`config.mk`:
```
export PLATFORM = sky130hd
export DESIGN_NAME = dap_io
export DESIGN_NICKNAME = d
export VERILOG_FILES = /design/src/common/dap_pkg.sv /design/src/dap_io.sv
export SDC_FILE = /design/constraint.sdc
export NUM_CORES = 1
export LEC_CHECK = 0
export ABC_AREA = 1
export BUFFER_PORTS_ARGS = -buffer_cell sky130_fd_sc_hd__buf_2
export CORE_MARGIN = 4
export CORE_UTILIZATION = 54
export CTS_CLUSTER_DIAMETER = 150
export CTS_CLUSTER_SIZE = 16
export DETAILED_ROUTE_END_ITERATION = 6
export PLACE_DENSITY = 0.83
export SYNTH_ARGS = -nofsm -noshare
export SYNTH_HDL_FRONTEND = slang
export SYNTH_SLANG_ARGS = --single-unit
```
`constraint.sdc`:
```
create_clock -name i_clk -period 3.25 [get_ports i_clk]
set_input_delay 0.65 -clock i_clk [delete_from_list [all_inputs] [get_ports i_clk]]
set_output_delay 0.65 -clock i_clk [all_outputs]
set_load 0.1 [all_outputs]
```
`src/common/dap_pkg.sv`:
```
// Constants for the two-axis positioner discrete I/O front end
package dap_pkg;
    // ******************************
    // Clock and input filter
    // ******************************
    localparam int CLK_HZ      = 100_000_000;
    localparam int FILT_MS     = 6;
    localparam int FILT_CYC_DF = (CLK_HZ / 1000) * FILT_MS;
    localparam int CNT_W       = 20;
    // ******************************
    // Raw input vector layout
    // ******************************
    localparam int N_POS   = 13;
    localparam int IX_RES  = 13;
    localparam int IX_AX   = 14;
    localparam int AX_STR  = 5;
    localparam int OF_GO   = 0;
    localparam int OF_HOME = 1;
    localparam int OF_EN   = 2;
    localparam int OF_HOLD = 3;
    localparam int OF_ABRT = 4;
    localparam int N_IN    = 24;
    // ******************************
    // Register map (byte addresses)
    // ******************************
    localparam logic [7:0] ADR_CFG  = 8'h00;
    localparam logic [7:0] ADR_STAT = 8'h04;
    localparam logic [7:0] ADR_INP  = 8'h08;
    localparam logic [7:0] MODE_IND = 8'h03;
    localparam logic [7:0] RST_MODE = 8'h03;
    localparam logic       RST_FMT  = 1'b0;
    localparam logic [3:0] RST_ALOC = 4'h7;
    localparam logic [3:0] BIN_MAX  = 4'hc;
    localparam logic [3:0] BCD_MAX  = 4'h2;
    localparam int         FMT_BIT  = 8;
    localparam int         ALOC_LSB = 16;
endpackage : dap_pkg

```
`src/dap_io.sv`:
```
// Discrete I/O front end of the two-axis positioner, independent mode
`timescale 1ns/1ps
// Summary of operation
// Error-reset rising edge clears present alarms
// Start rising edge begins move per axis
// Home rising edge begins home return
// Servo energised while drive-enable input ON
// Hold input OFF decelerates axis to stop
// Abort input turning ON discards remaining travel
// Controller keeps hold and abort normally ON
// Fault output ON when healthy, OFF on alarm
// Ready output after initialisation completes
// In-position output once target band reached
// Origin-done low at power-up, set after home
// Drive status output follows actual servo state
// Independent two-axis operation when mode is 3
// Format zero binary, nonzero BCD, default zero; only bit 8 of the format byte is kept
// Axis 1 takes low position bits, axis 2 rest; in BCD the top position bit is dropped
// Axis-1 allocation 1-12 bits or 1-2 digits
// Allocation unit bits in binary, digits BCD
// Each binary field read as unsigned number
// New input level recognised after 6 ms stable
// Commands ignored silently while servo input OFF
// BCD groups of four, units digit lowest
// Start before any home raises home error
// Filter is per-input counter from clock rate
module dap_io
    import dap_pkg::*;
#(
    parameter int FILT_CYC = FILT_CYC_DF
)(
    // Clock and reset
    input  wire logic        i_clk,
    input  wire logic        i_arst_n,
    // Avalon-MM slave
    input  wire logic [7:0]  i_avs_address,
    input  wire logic        i_avs_read,
    input  wire logic        i_avs_write,
    input  wire logic [31:0] i_avs_writedata,
    input  wire logic [3:0]  i_avs_byteenable,
    output logic      [31:0] o_avs_readdata,
    output logic             o_avs_waitrequest,
    // Controller inputs
    input  wire logic [12:0] i_pos_sel,
    input  wire logic        i_fault_clear_in,
    input  wire logic        i_axis1_go,
    input  wire logic        i_axis2_go,
    input  wire logic        i_axis1_origin_seek,
    input  wire logic        i_axis2_origin_seek,
    input  wire logic        i_axis1_drive_enable,
    input  wire logic        i_axis2_drive_enable,
    input  wire logic        i_axis1_hold_n,
    input  wire logic        i_axis2_hold_n,
    input  wire logic        i_axis1_abort_n,
    input  wire logic        i_axis2_abort_n,
    // Controller outputs
    output logic             o_fault_n,
    output logic             o_ready,
    output logic             o_axis1_in_position,
    output logic             o_axis2_in_position,
    output logic             o_axis1_origin_done,
    output logic             o_axis2_origin_done,
    output logic             o_axis1_drive_on_status,
    output logic             o_axis2_drive_on_status,
    // Motion core status
    input  wire logic        i_core_init_done,
    input  wire logic        i_core_alarm,
    input  wire logic [1:0]  i_core_in_pos,
    input  wire logic [1:0]  i_core_home_done,
    input  wire logic [1:0]  i_core_servo_on,
    // Motion core commands
    output logic [1:0]       o_core_start,
    output logic [1:0]       o_core_home,
    output logic [1:0]       o_core_servo_en,
    output logic [1:0]       o_core_hold,
    output logic [1:0]       o_core_abort,
    output logic             o_core_fault_clr,
    output logic [11:0]      o_core_pos1,
    output logic [11:0]      o_core_pos2
);

    // ******************************
    // Input filter
    // ******************************
    logic [N_IN-1:0]  raw;
    logic [N_IN-1:0]  flt_reg;
    logic [N_IN-1:0]  flt_d_reg;
    logic [N_IN-1:0]  rise;
    logic [CNT_W-1:0] cnt_reg [N_IN];

    assign raw = {i_axis2_abort_n, i_axis2_hold_n, i_axis2_drive_enable,
                  i_axis2_origin_seek, i_axis2_go,
                  i_axis1_abort_n, i_axis1_hold_n, i_axis1_drive_enable,
                  i_axis1_origin_seek, i_axis1_go,
                  i_fault_clear_in, i_pos_sel};
    assign rise = flt_reg & ~flt_d_reg;

    for (genvar i = 0; i < N_IN; i++)
    begin : g_flt
        always_ff @(posedge i_clk or negedge i_arst_n)
        begin
            if (!i_arst_n)
            begin
                cnt_reg[i] <= '0;
                flt_reg[i] <= 1'b0;
            end
            else if (raw[i] == flt_reg[i])
                cnt_reg[i] <= '0;
            else if (cnt_reg[i] == CNT_W'(FILT_CYC - 1))
            begin
                flt_reg[i] <= raw[i];
                cnt_reg[i] <= '0;
            end
            else
                cnt_reg[i] <= cnt_reg[i] + 1'b1;
        end

    end

    always_ff @(posedge i_clk or negedge i_arst_n)
    begin
        if (!i_arst_n)
            flt_d_reg <= '0;
        else
            flt_d_reg <= flt_reg;
    end

    // ******************************
    // Configuration registers
    // ******************************
    logic [7:0]  mode_reg;
    logic        fmt_reg;
    logic [3:0]  aloc_reg;
    logic        herr_reg;
    logic        wait_reg;
    logic [31:0] rdata_reg;
    logic        req;
    logic        take;
    logic        wr_fmt;
    logic [3:0]  wr_aloc;
    logic        aloc_ok;

    assign req     = i_avs_read | i_avs_write;
    assign take    = req & ~wait_reg;
    assign wr_fmt  = i_avs_byteenable[1] ? i_avs_writedata[FMT_BIT]
                                         : fmt_reg;
    assign wr_aloc = i_avs_writedata[ALOC_LSB +: 4];
    // Out-of-range widths are refused, the old split stays in force
    assign aloc_ok = (wr_aloc != 4'h0) &&
                     (wr_aloc <= (wr_fmt ? BCD_MAX : BIN_MAX));

    // One wait state per access keeps read data registered
    always_ff @(posedge i_clk or negedge i_arst_n)
    begin
        if (!i_arst_n)
            wait_reg <= 1'b1;
        else
            wait_reg <= ~(req & wait_reg);
    end

    always_ff @(posedge i_clk or negedge i_arst_n)
    begin
        if (!i_arst_n)
        begin
            mode_reg <= RST_MODE;
            fmt_reg  <= RST_FMT;
            aloc_reg <= RST_ALOC;
        end
        else if (take && i_avs_write && i_avs_address == ADR_CFG)
        begin
            if (i_avs_byteenable[0])
                mode_reg <= i_avs_writedata[7:0];
            if (i_avs_byteenable[2] && aloc_ok)
            begin
                fmt_reg  <= wr_fmt;
                aloc_reg <= wr_aloc;
            end
            else if (i_avs_byteenable[1] && wr_fmt == fmt_reg)
                fmt_reg  <= wr_fmt;
        end
    end

    always_ff @(posedge i_clk or negedge i_arst_n)
    begin
        if (!i_arst_n)
            rdata_reg <= '0;
        else if (i_avs_read && wait_reg)
        begin
            if (i_avs_address == ADR_CFG)
                rdata_reg <= {12'h000, aloc_reg, 7'h00, fmt_reg,
                              mode_reg};
            else if (i_avs_address == ADR_STAT)
                rdata_reg <= {21'h0, i_core_servo_on, 2'b00,
                              o_axis2_origin_done, o_axis1_origin_done,
                              o_axis2_in_position, o_axis1_in_position,
                              herr_reg, ~o_fault_n, o_ready};
            else if (i_avs_address == ADR_INP)
                rdata_reg <= {8'h00, flt_reg};
            else
                rdata_reg <= '0;
        end
    end

    assign o_avs_readdata    = rdata_reg;
    assign o_avs_waitrequest = wait_reg;

    // ******************************
    // Position number split
    // ******************************
    function automatic logic [11:0] bcd2(input logic [7:0] f);
        bcd2 = 12'(f[3:0]) + 12'(f[7:4]) * 12'h00a;
    endfunction : bcd2

    logic [3:0]  nbits;
    logic [12:0] pos;
    logic [12:0] hi;
    logic [12:0] mask1;
    logic [11:0] p1;
    logic [11:0] p2;

    assign pos   = flt_reg[N_POS-1:0];
    assign nbits = fmt_reg ? {aloc_reg[1:0], 2'b00} : aloc_reg;
    assign hi    = pos >> nbits;
    assign mask1 = (13'h0001 << nbits) - 13'h0001;

    always_comb
    begin
        if (!fmt_reg)
        begin
            p1 = 12'(pos & mask1);
            p2 = hi[11:0];
        end
        else
        begin
            p1 = (aloc_reg == 4'h1) ? bcd2({4'h0, pos[3:0]})
                                    : bcd2(pos[7:0]);
            // Top position bit has no digit of its own, so it is dropped
            p2 = (aloc_reg == 4'h1) ? bcd2(hi[7:0])
                                    : bcd2({4'h0, hi[3:0]});
        end
    end

    always_ff @(posedge i_clk or negedge i_arst_n)
    begin
        if (!i_arst_n)
        begin
            o_core_pos1 <= '0;
            o_core_pos2 <= '0;
        end
        else
        begin
            o_core_pos1 <= p1;
            o_core_pos2 <= p2;
        end
    end

    // ******************************
    // Alarm, ready and error reset
    // ******************************
    logic       ind;
    logic       clr_evt;
    logic [1:0] go_ok;
    logic [1:0] no_home;

    assign ind     = (mode_reg == MODE_IND);
    assign clr_evt = rise[IX_RES];

    // A new fault in the clearing cycle survives the clear
    always_ff @(posedge i_clk or negedge i_arst_n)
    begin
        if (!i_arst_n)
        begin
            herr_reg         <= 1'b0;
            o_fault_n        <= 1'b1;
            o_core_fault_clr <= 1'b0;
        end
        else
        begin
            o_core_fault_clr <= clr_evt;
            if (|no_home)
                herr_reg <= 1'b1;
            else if (clr_evt)
                herr_reg <= 1'b0;
            if (i_core_alarm || |no_home)
                o_fault_n <= 1'b0;
            else if (clr_evt)
                o_fault_n <= 1'b1;
        end
    end

    always_ff @(posedge i_clk or negedge i_arst_n)
    begin
        if (!i_arst_n)
            o_ready <= 1'b0;
        else
            o_ready <= i_core_init_done;
    end

    // ******************************
    // Per-axis command and status
    // ******************************
    logic [1:0] inpos_reg;
    logic [1:0] odone_reg;
    logic [1:0] svst_reg;

    for (genvar a = 0; a < 2; a++)
    begin : g_ax
        localparam int B = IX_AX + a * AX_STR;
        logic en;
        assign en = flt_reg[B + OF_EN];
        assign go_ok[a]   = ind & en & rise[B + OF_GO];
        assign no_home[a] = go_ok[a] & ~odone_reg[a];

        always_ff @(posedge i_clk or negedge i_arst_n)
        begin
            if (!i_arst_n)
            begin
                o_core_start[a]    <= 1'b0;
                o_core_home[a]     <= 1'b0;
                o_core_servo_en[a] <= 1'b0;
                o_core_hold[a]     <= 1'b1;
                o_core_abort[a]    <= 1'b0;
            end
            else
            begin
                o_core_start[a]    <= go_ok[a] & odone_reg[a];
                o_core_home[a]     <= ind & en &
                                      rise[B + OF_HOME];
                o_core_servo_en[a] <= en;
                o_core_hold[a]     <= ~flt_reg[B + OF_HOLD];
                o_core_abort[a]    <= rise[B + OF_ABRT];
            end
        end

        always_ff @(posedge i_clk or negedge i_arst_n)
        begin
            if (!i_arst_n)
            begin
                inpos_reg[a] <= 1'b0;
                odone_reg[a] <= 1'b0;
                svst_reg[a]  <= 1'b0;
            end
            else
            begin
                inpos_reg[a] <= i_core_in_pos[a];
                svst_reg[a]  <= i_core_servo_on[a];
                if (i_core_home_done[a])
                    odone_reg[a] <= 1'b1;
                else if (o_core_home[a])
                    odone_reg[a] <= 1'b0;
            end
        end

    end

    assign o_axis1_in_position     = inpos_reg[0];
    assign o_axis2_in_position     = inpos_reg[1];
    assign o_axis1_origin_done     = odone_reg[0];
    assign o_axis2_origin_done     = odone_reg[1];
    assign o_axis1_drive_on_status = svst_reg[0];
    assign o_axis2_drive_on_status = svst_reg[1];
endmodule : dap_io

```
# Yosys cells after proc, flatten, opt, wreduce, memory -nomap -nowiden
# Cells that the tools add are included.
# word_totals
ff_bits	618
latch_bits	0
mem_bits_rw	0
mem_bits_ro	0
input_bits	80
output_inout_bits	76
word_cells	318
memories	0
# classes
addsub	27
n_mul	2
n_div	0
n_lt_le_gt_ge	1
n_eq_ne	53
shift	2
muxes	68
n_bitwise	47
reduce_logical	42
# ops
cell	count
$mux 20	48
$add 20x1->20 const B	24
$eq 20x20->1 const B	24
$mux 24	3
$reduce_and 2->1	27
$not 1->1	31
$eq 1x1->1	25
$and 24x24->24	1
$mux 12	2
$not 24->24	1
$add 4x8->9	2
$mux 9	2
$mul 4x3->7 const B	2
$shr 13x4->12	1
$and 1x1->1	12
$and 12x12->12	1
$shl 1x4->12 const A	1
$sub 12x1->12 const B	1
$mux 1	11
$reduce_bool 2->1	5
$eq 8x2->1 const B	1
$eq 8x3->1 const B	1
$eq 8x4->1 const B	1
$logic_not 8->1	1
8 further kinds	14

# Logic depth before layout (Yosys ltp)
# Gate-level depths: netlist of the first run.
# depth
word_depth	7
mapped_depth	20
mapped_depth_nobuf	20

# Worst setup path after synthesis of the first run
# OpenSTA, ideal clock, no wires.
# synth_path
path_type	register to register
startpoint	register aloc_reg[0]
endpoint	register o_core_pos2[7]
setup_ps	116
arrival_time_ps	2928
required_time_ps	3134
slack_ps	206
path_stages_with_launch	17
path_buffers	2
period_less_slack_ps	3044
cell_sequence	dfstp_2 -> buf_2 -> nand2_1 -> buf_4 -> o21ai_0 -> o21ai_0 -> o22ai_1 -> ha_1 -> ha_1 -> inv_1 -> fa_1 -> nor2_1 -> nand4_1 -> nand2_1 -> inv_1 -> nand2_1 -> nand2_1
# synth_between
elab_chain_len	6
word_cells_on_any_way	7
cone_classes	add/sub: 1; mul: 1; eq/ne: 1; shift: 1; mux: 3
# synth_lines
item	line	rtl
start, declared	dap_io.sv:133	logic [3:0] aloc_reg;
start signal, assigned	dap_io.sv:176	aloc_reg <= wr_aloc;
$mux 4	dap_io.sv:222	assign nbits = fmt_reg ? {aloc_reg[1:0], 2'b00} : aloc_reg;
$shr 13x4->12	dap_io.sv:223	assign hi = pos >> nbits;
$mul 4x3->7	dap_io.sv:211	bcd2 = 12'(f[3:0]) + 12'(f[7:4]) * 12'h00a;
$add 4x8->9	dap_io.sv:211	
$mux 9	dap_io.sv:238	p2 = (aloc_reg == 4'h1) ? bcd2(hi[7:0])
$mux 12 *	dap_io.sv:228	if (!fmt_reg)
net p2[7]	dap_io.sv:219	logic [11:0] p2;
end signal, assigned	dap_io.sv:253	o_core_pos2 <= p2;
end, declared	dap_io.sv:79	output logic [11:0] o_core_pos2
# Mark *: on every way through the listed nets, which the timed path passes. The rest lies on a longest branch.
# A chain may end at the register's enable or synchronous reset.

# Final worst setup path of the first run
# layout_path
startpoint	register fmt_reg
endpoint	register o_core_pos2[7]
# layout_between
elab_chain_len	6
# layout_lines
item	line	rtl
start, declared	dap_io.sv:132	logic fmt_reg;
start signal, assigned	dap_io.sv:175	fmt_reg <= wr_fmt;
start signal, assigned	dap_io.sv:179	fmt_reg <= wr_fmt;
$mux 4	dap_io.sv:222	
$shr 13x4->12	dap_io.sv:223	
$mul 4x3->7	dap_io.sv:211	
$add 4x8->9	dap_io.sv:211	
$mux 9	dap_io.sv:238	
$mux 12 *	dap_io.sv:228	
net p2[7]	dap_io.sv:219	
# Marks and branches as above.

==> impl_metrics.csv, run 1 <==
group,metric,value,unit
drt,avgViaCountPerCell,5.44,
critical_path,reg2reg_depth,16,
placed_design,globalplace.congestion,0.971,
floorplanning,die_y,250,um
floorplanning,initial_core_util,0.548,
global_route,antenna_found_initial,9,
finish,utilization,0.597,
drt,drc,0,
finish,fin_area,34600,um2
critical_path,critPathCaptureType,"flop",
synthesis,ys_ff_latch,593,
power_and_ir_drop,leakagePower,15.2,nW
drt,drt_wl_total,73700,um
timing,clock_skew,0.0187,ns
job,maxCapViolations,0,
power_and_ir_drop,peakVddDrop,0.000417,V
cts,tritoncts,"built",
critical_path,reg2reg_to,"o_core_pos2[7]",
drt,drt_iter0_drc,2143,
placed_design,dp_hpwl,55400,um
worst_hold_path,hp-class,"in -> async",
cts,path_clk_slew,0.08,ns
critical_path,crit_required,3.74,ns
synthesis,ys.flop_type,"dfrtp_1",
timing,timing.fmax,335,MHz
cts,cts_hold_buf,0,
drt,vias,27200,
synthesis,synth_area_leaders,"dfrtp_1 (46%), nand2_1 (8.7%), nor2_1 (8.3%)",
critical_path,cp-startpoint,"fmt_reg",
placed_design,io_buffer_count,127,
timing,hold_viol,0,
timing,setup_tns,0,ns
cts,cts.sinks,593,
cts,clk_path_buf_depth,3,
synthesis,avgSynthCellArea,7.81,um2
synthesis,synth_cells,4060,
critical_path,crit_end,"o_core_pos2[7]",
synthesis,yosys_warnings,0,
drt,dr.pass1.iters,6,
placed_design,placed_area,33400,um2
critical_path,r2r_slack,0.27,ns
cts,numCtsBuffers,43,
floorplanning,rows,88,
floorplanning,ios,156,
timing,max_slew_margin,0.554,
global_route,grt_start_max_net_pins,81,
placed_design,dp_slack,0.175,ns
synthesis,synth_cell_type_count,54,
global_route,grt_util_all_layers,0.234,
timing,period_share,0.918,
cts,clock_latency,0.60,ns
timing,drv_slew,0,
synthesis,synthArstFlopShare,1.00,
cts,root_buffer,"clkbuf_16",
floorplanning,core_area,57900,um2
critical_path,startpoint_type,"flop",
finish,synthToLayoutAreaGrowth,9.07,%
timing,fin_crit,2.98,ns
finish,drive_gt1_frac,0.0666,
floorplanning,die_area,62700,um2
drt,drtAntennaViolNets,0,
synthesis,yosysTopAreaCell,"dfrtp_1",
global_route,grt_pass1_vias,25900,
synthesis,ys_seq_area_frac,0.468,
timing,timing.final.ws_setup,0.266,ns
timing,worst_pin_slew,0.663,ns
critical_path,crit_type,"reg -> reg",
cts,cts_setup_buffers,0,
cts,htree_num_levels,2,
finish,fin_nets,4334,
finish,largest_reg_flops,480,
status,status,"finished clean",
critical_path,r2r_start,"fmt_reg",
synthesis,synth_edf_count,0,
drt,wl_per_cell,14.7,um
global_route,gr-total-overflow,0,
critical_path,critPathArrivalTime,3.47,ns
floorplanning,die_x,250,um
critical_path,worst-path-max-fanout,11,
timing,setup_viol,0,
synthesis,synth_area,31700,um2
timing,rsz0062_at_grt,"false",
global_route,grt_pass1_wl,124000,um
power_and_ir_drop,p_per_area,408,nW/um2
synthesis,synth.top_cell.area_share,0.461,
[cell type report]
| cell class | count | area, um2 |
|---|---|---|
| fill | 5198 | 23300 |
| timing repair buffer | 160 | 1010 |
| multi-input combinational | 2872 | 14500 |
| sequential | 593 | 14900 |
| clock inverter | 4 | 42.5 |
| antenna | 5 | 12.5 |
| tap | 765 | 957 |
| clock buffer | 68 | 1170 |
| inverter | 538 | 2020 |
[cells by family after synthesis]
family,synth area share
AND/OR/NAND/NOR,0.332
buffers and inverters,0.0748
flip-flops,0.468
AO/OA/AOI/OAI,0.0489
XOR/XNOR,0.0558
adder cells (fa/ha/maj),0.0191
multiplexers,0.000986
other,0.000118
[through the flow]
stage | hold slack (ns) | instances | total power, mW
6_report | 0.0200 | 5005 | 14.1
5_1_grt | 0.0247 | 5003 | 14.7
4_1_cts | 0.00992 | 5000 | 14.3
3_5_place_dp | 0.388 | 4928 | 9.19
3_3_place_gp | 0.381 | 4928 | 9.16
2_1_floorplan | 0.354 | 4067 | 8.70
[worst min-delay path by stage]
stage                      end     startpoint
6_report          cnt_reg[444]       i_arst_n
5_1_grt           cnt_reg[444]       i_arst_n
4_1_cts           cnt_reg[444]       i_arst_n
2_1_floorplan      aloc_reg[3]       i_arst_n
3_3_place_gp   o_core_abort[1]  flt_d_reg[23]
3_5_place_dp   o_core_abort[0]  flt_d_reg[18]
[synth_stat cells, types with 5 or more instances]
cell type	n
nand3b_1	16
buf_4	15
nor2_2	13
inv_1	533
ha_1	42
nor2_1	700
clkbuf_1	19
o21a_1	6
and3_1	7
dfstp_2	9
nor3_1	260
nand3_1	266
o31ai_1	7
a21oi_1	119
nor4_1	99
o21bai_1	5
o21ai_1	14
nor3_2	17
buf_2	27
nor3b_1	56
nand2_2	6
o21ai_0	87
xor2_1	120
a31oi_1	21
or2_2	10
xnor2_1	82
nand2_1	739
nand4_1	130
o211ai_1	8
dfrtp_1	584
[report_power, final]
| part | switching (mW) | internal, mW | total (mW) |
|---|---|---|---|
| sequential | 0.131 | 7.52 | 7.65 |
| clock | 2.59 | 2.49 | 5.08 |
| combinational | 1.08 | 0.315 | 1.40 |
[cell usage in the layout (no fill, tap or decap), types with 13 or more instances in the layout]
cell,instances
nor4_1,99
nor2_2,13
nor3_1,260
a21oi_1,119
inv_1,532
dfrtp_1,584
nand3_1,266
ha_1,42
o21ai_0,87
nor3b_1,56
nor3_2,17
nor2_1,699
nand3b_1,16
nand4_1,130
buf_2,126
clkbuf_16,43
clkbuf_1,25
xor2_1,120
xnor2_1,82
a31oi_1,21
o21ai_1,14
nand2_1,738
buf_4,24
[timing repair]
action	in CTS	in global routing
gates resized for setup	0	5
endpoints found under the setup margin	0	2
hold endpoints to repair	0	0
[critical path, cell delays in order (launching register included)]
cell	delay (ns)
dfrtp_1	0.39
buf_4	0.15
nand2_1	0.07
nand2_2	0.18
nor2_2	0.29
inv_1	0.12
o22ai_2	0.21
ha_1	0.26
ha_1	0.21
inv_1	0.07
fa_1	0.47
nor2_4	0.15
nand4_1	0.10
nand2_1	0.06
inv_1	0.04
nand2_1	0.04
nand2_1	0.04
[per-layer routing]
layer,routed length (um),global-route usage,part of all wire,vias up
met2,32100,0.360,0.44,750
met1,33300,0.331,0.45,12800
met4,2650,0.0807,0.036,6
met3,5640,0.0511,0.077,143
met5,43,0,0.00058,-
li1,-,-,-,13500
(Power assumes the default switching activity.)
==> inputs of run 2 (changes only) <==
--- a/config.mk
+++ b/config.mk
@@ -5,14 +5,13 @@
 export SDC_FILE = /design/constraint.sdc
 export NUM_CORES = 1
 export LEC_CHECK = 0
-export ABC_AREA = 1
 export BUFFER_PORTS_ARGS = -buffer_cell sky130_fd_sc_hd__buf_2
 export CORE_MARGIN = 4
 export CORE_UTILIZATION = 54
 export CTS_CLUSTER_DIAMETER = 150
 export CTS_CLUSTER_SIZE = 16
 export DETAILED_ROUTE_END_ITERATION = 6
-export PLACE_DENSITY = 0.83
+export PLACE_DENSITY = 0.84
 export SYNTH_ARGS = -nofsm -noshare
 export SYNTH_HDL_FRONTEND = slang
 export SYNTH_SLANG_ARGS = --single-unit
==> run 2 against run 1 <==
  * The run now ends with negative setup slack left
  * Area after synthesis is 7.8% lower
  * Highest routed layer unchanged
  * Synthesized cell count is 26% lower
  * Combinational power is 47% lower
  * Wire length is 15% lower
==> impl_metrics.csv, run 2 <==
group,metric,value,unit
power_and_ir_drop,p_per_area,412,nW/um2
job,maxCapViolations,0,
power_and_ir_drop,combPwrFrac,0.056,
synthesis,synth.top_cell.area_share,0.500,
floorplanning,die_y,241,um
power_and_ir_drop,netSwitchingFraction,0.239,
finish,mostFrequentLayoutCells,"dfrtp_1 (584), nor2_1 (579), xnor2_1 (239), xor2_1 (217), nand2_1 (201)",
finish,synthToLayoutAreaGrowth,10.8,%
synthesis,synth_most_common_cell,"dfrtp_1",
timing,timing.final.ws_setup,-0.0928,ns
global_route,grt_util_all_layers,0.220,
floorplanning,die_x,241,um
timing,timing.fmax,299,MHz
timing,fin_crit,3.34,ns
timing,setup_tns,-0.173,ns
synthesis,synth_edf_count,0,
critical_path,critPathArrivalTime,3.84,ns
power_and_ir_drop,clkPwrFrac,0.378,
drt,wl_per_cell,16.2,um
synthesis,synthArstFlopShare,1.00,
finish,utilization,0.603,
worst_hold_path,hp-class,"in -> async",
drt,vias,21300,
synthesis,yosys_warnings,0,
finish,fillers,4414,
power_and_ir_drop,leakagePower,14.3,nW
timing,worst_pin_slew,1.01,ns
finish,largest_reg_flops,480,
drt,drc,0,
synthesis,synth_area,29300,um2
cts,path_clk_slew,0.08,ns
global_route,grt_pass1_wl,105000,um
power_and_ir_drop,peakVddDrop,0.000414,V
timing,setup_viol,2,
placed_design,io_buffer_count,127,
global_route,antenna_found_initial,5,
critical_path,path_cells,"nand2b_4, mux2i_4, mux4_2, nor2b_4, ha_4, ha_4, inv_2, fa_1, nand2b_4, nor3b_4, xor2_1, a31oi_1, o22ai_1",
finish,drive_gt1_frac,0.112,
cts,htree_num_levels,2,
status,violations,"negative setup slack",
drt,dr.pass1.iters,5,
timing,clock_skew,0.0256,ns
cts,root_buffer,"clkbuf_16",
power_and_ir_drop,sequentialPowerShare,0.566,
cts,clock_latency,0.60,ns
floorplanning,ios,156,
critical_path,cpPeakStageDelay,0.62,ns
placed_design,globalplace.congestion,0.901,
finish,mostFrequentLayoutCell,"dfrtp_1",
timing,max_slew_margin,0.319,
critical_path,critPathCaptureType,"flop",
critical_path,startpoint_type,"flop",
timing,hold_viol,0,
critical_path,cp.depth,13,
synthesis,yosysTopAreaCell,"dfrtp_1",
global_route,gr-total-overflow,0,
drt,avgViaCountPerCell,5.50,
synthesis,synth_cells,2987,
cts,cts_hold_buf,0,
synthesis,synth_cell_type_count,76,
finish,fin_nets,3278,
floorplanning,initial_core_util,0.545,
cts,tritoncts,"built",
drt,drt_iter0_drc,1632,
synthesis,ys_ff_latch,593,
floorplanning,core_area,53700,um2
timing,rsz0062_at_grt,"true",
critical_path,reg2reg_depth,13,
power_and_ir_drop,p_int,10.2,mW
floorplanning,rows,85,
finish,fin_area,32400,um2
cts,cts.sinks,593,
critical_path,crit_type,"reg -> reg",
critical_path,crit_required,3.75,ns
timing,drv_slew,0,
drt,dr_wl_met2,29200,um
placed_design,dp_hpwl,44700,um
critical_path,worst-path-max-fanout,6,
synthesis,ys.flop_type,"dfrtp_1",
cts,clk_path_buf_depth,3,
critical_path,crit_buf_inv,1,
drt,drtAntennaViolNets,0,
critical_path,crit_slowest_cell,"dfstp_2",
placed_design,dp_cells,3799,
placed_design,dp_slack,-0.0925,ns
synthesis,ys_seq_area_frac,0.508,
critical_path,path_delay_family,"adder cells",
status,status,"complete, but fails checks",
synthesis,avgSynthCellArea,9.79,um2
global_route,grt_pass1_vias,20900,
finish,finalNonFillerCells,3876,
timing,period_share,1.03,
synthesis,synthTopCellsByCount,"dfrtp_1 (584), nor2_1 (581), xnor2_1 (239), xor2_1 (217), nand2_1 (202)",
global_route,grt_start_max_net_pins,95,
power_and_ir_drop,switchingPower,3.18,mW
synthesis,synth_area_leaders,"dfrtp_1 (50%), nor2_1 (7.5%), xnor2_1 (7.2%)",
cts,numCtsBuffers,43,
floorplanning,die_area,58000,um2
placed_design,placed_area,31100,um2
drt,met3_length,3970,um
drt,highest_layer,"met5",
drt,drt_wl_total,62800,um
drt,met1Wirelength,27900,um
[run 2: changes by cell type after synthesis, moves of 46 or more]
| cell | previous run | this run |
|---|---|---|
| nor3b_1 | 56 | 10 |
| xor2_1 | 120 | 217 |
| a21oi_1 | 119 | 26 |
| inv_1 | 533 | 98 |
| nor2_1 | 700 | 581 |
| nand4_1 | 130 | 76 |
| nor4_1 | 99 | 37 |
| nand2_1 | 739 | 202 |
| xnor2_1 | 82 | 239 |
| nand3_1 | 266 | 198 |
| and3_1 | 7 | 92 |
| nor3_1 | 260 | 95 |
[run 2: per-layer routing]
metal	vias to the layer above	track usage
li1	10400	-
met1	10400	0.305
met2	423	0.355
met3	103	0.0506
met4	8	0.0579
met5	-	0
[run 2: area by class of cell]
class                      count  area, um2  area share
tap                          696        871      0.0269
inverter                      98        368      0.0114
timing repair buffer         219       1440      0.0444
multi-input combinational   2197      13700       0.421
sequential                   593      14900       0.458
clock inverter                 3       48.8     0.00151
clock buffer                  69       1170      0.0362
antenna                        1       2.50   0.0000772
[run 2: worst paths after layout]
kind / slack (ns) / to / start
max: -0.09 / o_core_pos2[7] / aloc_reg[0]
min in group i_clk: 0.17 / o_axis1_in_position / i_core_in_pos[0]
max reg2reg: -0.09 / o_core_pos2[7] / aloc_reg[0]
max in group asynchronous: 2.25 / o_avs_waitrequest / i_arst_n
min reg2reg: 0.39 / o_core_abort[1] / flt_d_reg[23]
min: 0.05 / cnt_reg[153] / i_arst_n
[run 2: stage by stage]
step	hold WS, ns	power (mW)
finish	0.0462	13.3
global route	0.0650	13.9
CTS	0.0499	13.5
detailed placement	0.385	8.44
global placement	0.380	8.43
floorplan	0.354	8.12
[run 2: power by group through the flow]
stage	Combinational, mW	Clock, mW	Sequential [mW]
after global routing	0.837	5.50	7.56
after floorplan	0.366	0	7.75
after detailed placement	0.751	0	7.69
after global placement	0.739	0	7.69
after CTS	0.757	5.19	7.55
final	0.744	5.05	7.55
[run 2: what timing repair did]
| action | in CTS | in global routing |
|---|---|---|
| gates resized for setup | 4 | 11 |
| pin swaps | 3 | 3 |
| setup endpoints to repair | 3 | 4 |
| setup buffers | 2 | 2 |
[run 2: kinds of logic after synthesis]
logic type      synth area share
compound gates            0.0344
flops                      0.508
buf+inv                   0.0308
mux                       0.0234
simple gates               0.246
fa+ha+maj                 0.0207
xor+xnor                   0.137
other cells             0.000128
[run 2: worst register-to-register path, stage by stage, from the launching register on]
cell	delay [ns]
dfstp_2	0.62
nand2b_4	0.13
mux2i_4	0.21
mux4_2	0.51
nor2b_4	0.17
ha_4	0.22
ha_4	0.15
inv_2	0.05
fa_1	0.43
nand2b_4	0.18
nor3b_4	0.17
xor2_1	0.17
a31oi_1	0.10
o22ai_1	0.15
==> inputs of run 3 (changes only) <==
--- a/config.mk
+++ b/config.mk
@@ -12,6 +12,7 @@
 export CTS_CLUSTER_SIZE = 16
 export DETAILED_ROUTE_END_ITERATION = 6
 export PLACE_DENSITY = 0.84
+export SKIP_LAST_GASP = 1
 export SYNTH_ARGS = -nofsm -noshare
 export SYNTH_HDL_FRONTEND = slang
 export SYNTH_SLANG_ARGS = --single-unit
==> run 3 against run 2 <==
  * The run still ends with negative setup slack left
  * Sequential share of layout area about the same
  * Sequential cell count unchanged
  * Worst setup slack worse by 0.023 ns
  * Critical path depth did not move
  * Critical path type unchanged
==> impl_metrics.csv, run 3 (same netlist as run 2, synthesis figures left out) <==
group,metric,value,unit
floorplanning,die_y,241,um
critical_path,crit_type,"reg -> reg",
finish,fillers,4414,
global_route,grt_pass1_vias,20900,
finish,fin_area,32400,um2
cts,tritoncts,"built",
critical_path,reg2reg_depth,13,
timing,drv_slew,0,
finish,fin_nets,3278,
cts,path_clk_slew,0.08,ns
drt,drt_iter0_drc,1591,
timing,timing.final.ws_setup,-0.115,ns
critical_path,reg2reg_to,"o_core_pos2[6]",
finish,largest_reg_flops,480,
finish,mostFrequentLayoutCell,"dfrtp_1",
cts,root_buffer,"clkbuf_16",
critical_path,r2r_slack,-0.12,ns
critical_path,cpPeakStageDelay,0.62,ns
cts,clock_latency,0.60,ns
placed_design,placed_area,31100,um2
timing,setup_viol,2,
global_route,grt_util_all_layers,0.220,
timing,timing.fmax,297,MHz
global_route,gr-total-overflow,0,
floorplanning,die_x,241,um
critical_path,r2r_start,"aloc_reg[0]",
floorplanning,core_area,53700,um2
placed_design,dp_cells,3799,
floorplanning,die_area,58000,um2
critical_path,critPathArrivalTime,3.85,ns
global_route,grt_pass1_wl,105000,um
drt,dr.pass1.iters,5,
drt,avgViaCountPerCell,5.49,
timing,rsz0062_at_grt,"true",
drt,wl_per_cell,16.2,um
global_route,grt_start_max_net_pins,95,
cts,htree_num_levels,2,
power_and_ir_drop,leakagePower,14.3,nW
power_and_ir_drop,peakVddDrop,0.000416,V
placed_design,globalplace.congestion,0.901,
cts,numCtsBuffers,43,
status,violations,"negative setup slack",
critical_path,worst-path-max-fanout,6,
timing,clock_skew,0.0260,ns
finish,drive_gt1_frac,0.112,
floorplanning,ios,156,
critical_path,crit_required,3.74,ns
floorplanning,initial_core_util,0.545,
placed_design,dp_slack,-0.0925,ns
drt,drt_wl_total,62700,um
placed_design,dp_hpwl,44700,um
worst_hold_path,hp-class,"in -> async",
status,status,"complete, but fails checks",
power_and_ir_drop,p_per_area,412,nW/um2
floorplanning,rows,85,
cts,cts.sinks,593,
critical_path,path_cells,"nand2b_4, mux2i_2, mux4_2, nor2b_4, ha_4, ha_4, inv_2, fa_1, nand2b_4, buf_4, nor2b_2, xor3_1, o22ai_1",
critical_path,critPathCaptureType,"flop",
global_route,antenna_found_initial,5,
finish,synthToLayoutAreaGrowth,10.7,%
timing,fin_crit,3.37,ns
power_and_ir_drop,power,13.3,mW
critical_path,crit_slowest_cell,"dfstp_2",
timing,hold_viol,0,
cts,cts_hold_buf,0,
drt,drc,0,
drt,drtAntennaViolNets,0,
cts,clk_path_buf_depth,3,
finish,mostFrequentLayoutCells,"dfrtp_1 (584), nor2_1 (579), xnor2_1 (239), xor2_1 (217), nand2_1 (201)",
finish,finalNonFillerCells,3876,
timing,worst_pin_slew,1.03,ns
drt,vias,21300,
placed_design,io_buffer_count,127,
job,maxCapViolations,0,
timing,period_share,1.04,
critical_path,startpoint_type,"flop",
timing,max_slew_margin,0.310,
run 3: worst max path at each step:
stage / from / to / slack (ns)
6_report: aloc_reg[0] / o_core_pos2[6] / -0.12
5_1_grt: aloc_reg[0] / o_core_pos2[7] / -0.23
4_1_cts: aloc_reg[0] / o_core_pos2[6] / -0.06
3_5_place_dp: aloc_reg[0] / o_core_pos2[6] / -0.09
3_3_place_gp: aloc_reg[0] / o_core_pos2[7] / -0.06
2_1_floorplan: aloc_reg[0] / o_core_pos2[7] / -0.04
run 3: repair_timing:
action,CTS,global route
resized for setup,3,10
buffers inserted,2,2
pin swaps,3,3
endpoints found under the setup margin,3,4
run 3: worst max-delay path, delay by kind of cell, from the launching register on:
| kind | cells | cell delay [ns] |
|---|---|---|
| xor+xnor | 1 | 0.23 |
| mux | 2 | 0.72 |
| fa+ha+maj | 3 | 0.79 |
| flops | 1 | 0.62 |
| buf+inv | 2 | 0.20 |
| compound gates | 1 | 0.11 |
| simple gates | 4 | 0.59 |
run 3: metal layers:
metal / share of wire / global-route usage
met1: 0.44 / 0.305
met2: 0.47 / 0.355
met3: 0.065 / 0.0506
met4: 0.026 / 0.0579
met5: 0.00078 / 0
run 3: cell type report:
cell class	instances	area (um2)	area share
Tap cell	696	871	0.0269
Timing Repair Buffer	219	1440	0.0443
Sequential cell	593	14900	0.458
Multi-Input combinational cell	2197	13600	0.421
Clock inverter	3	48.8	0.00151
Clock buffer	69	1170	0.0362
Antenna cell	1	2.50	0.0000772
Inverter	98	368	0.0114
run 3: power by group:
part	internal (mW)	leakage, nW	switching, mW	total [mW]
Combinational	0.198	5.55	0.546	0.744
Clock	2.50	0.582	2.55	5.05
Sequential	7.46	8.12	0.0844	7.55
Total	10.2	14.3	3.18	13.3
run 3: through the flow:
| stage | hold WS (ns) | util | TNS [ns] |
|---|---|---|---|
| final | 0.0445 | 0.603 | -0.189 |
| after global routing | 0.0650 | 0.603 | -0.470 |
| after CTS | 0.0499 | 0.602 | -0.108 |
| after detailed placement | 0.385 | 0.579 | -0.161 |
| after global placement | 0.380 | 0.579 | -0.109 |
| after floorplan | 0.354 | - | -0.0407 |
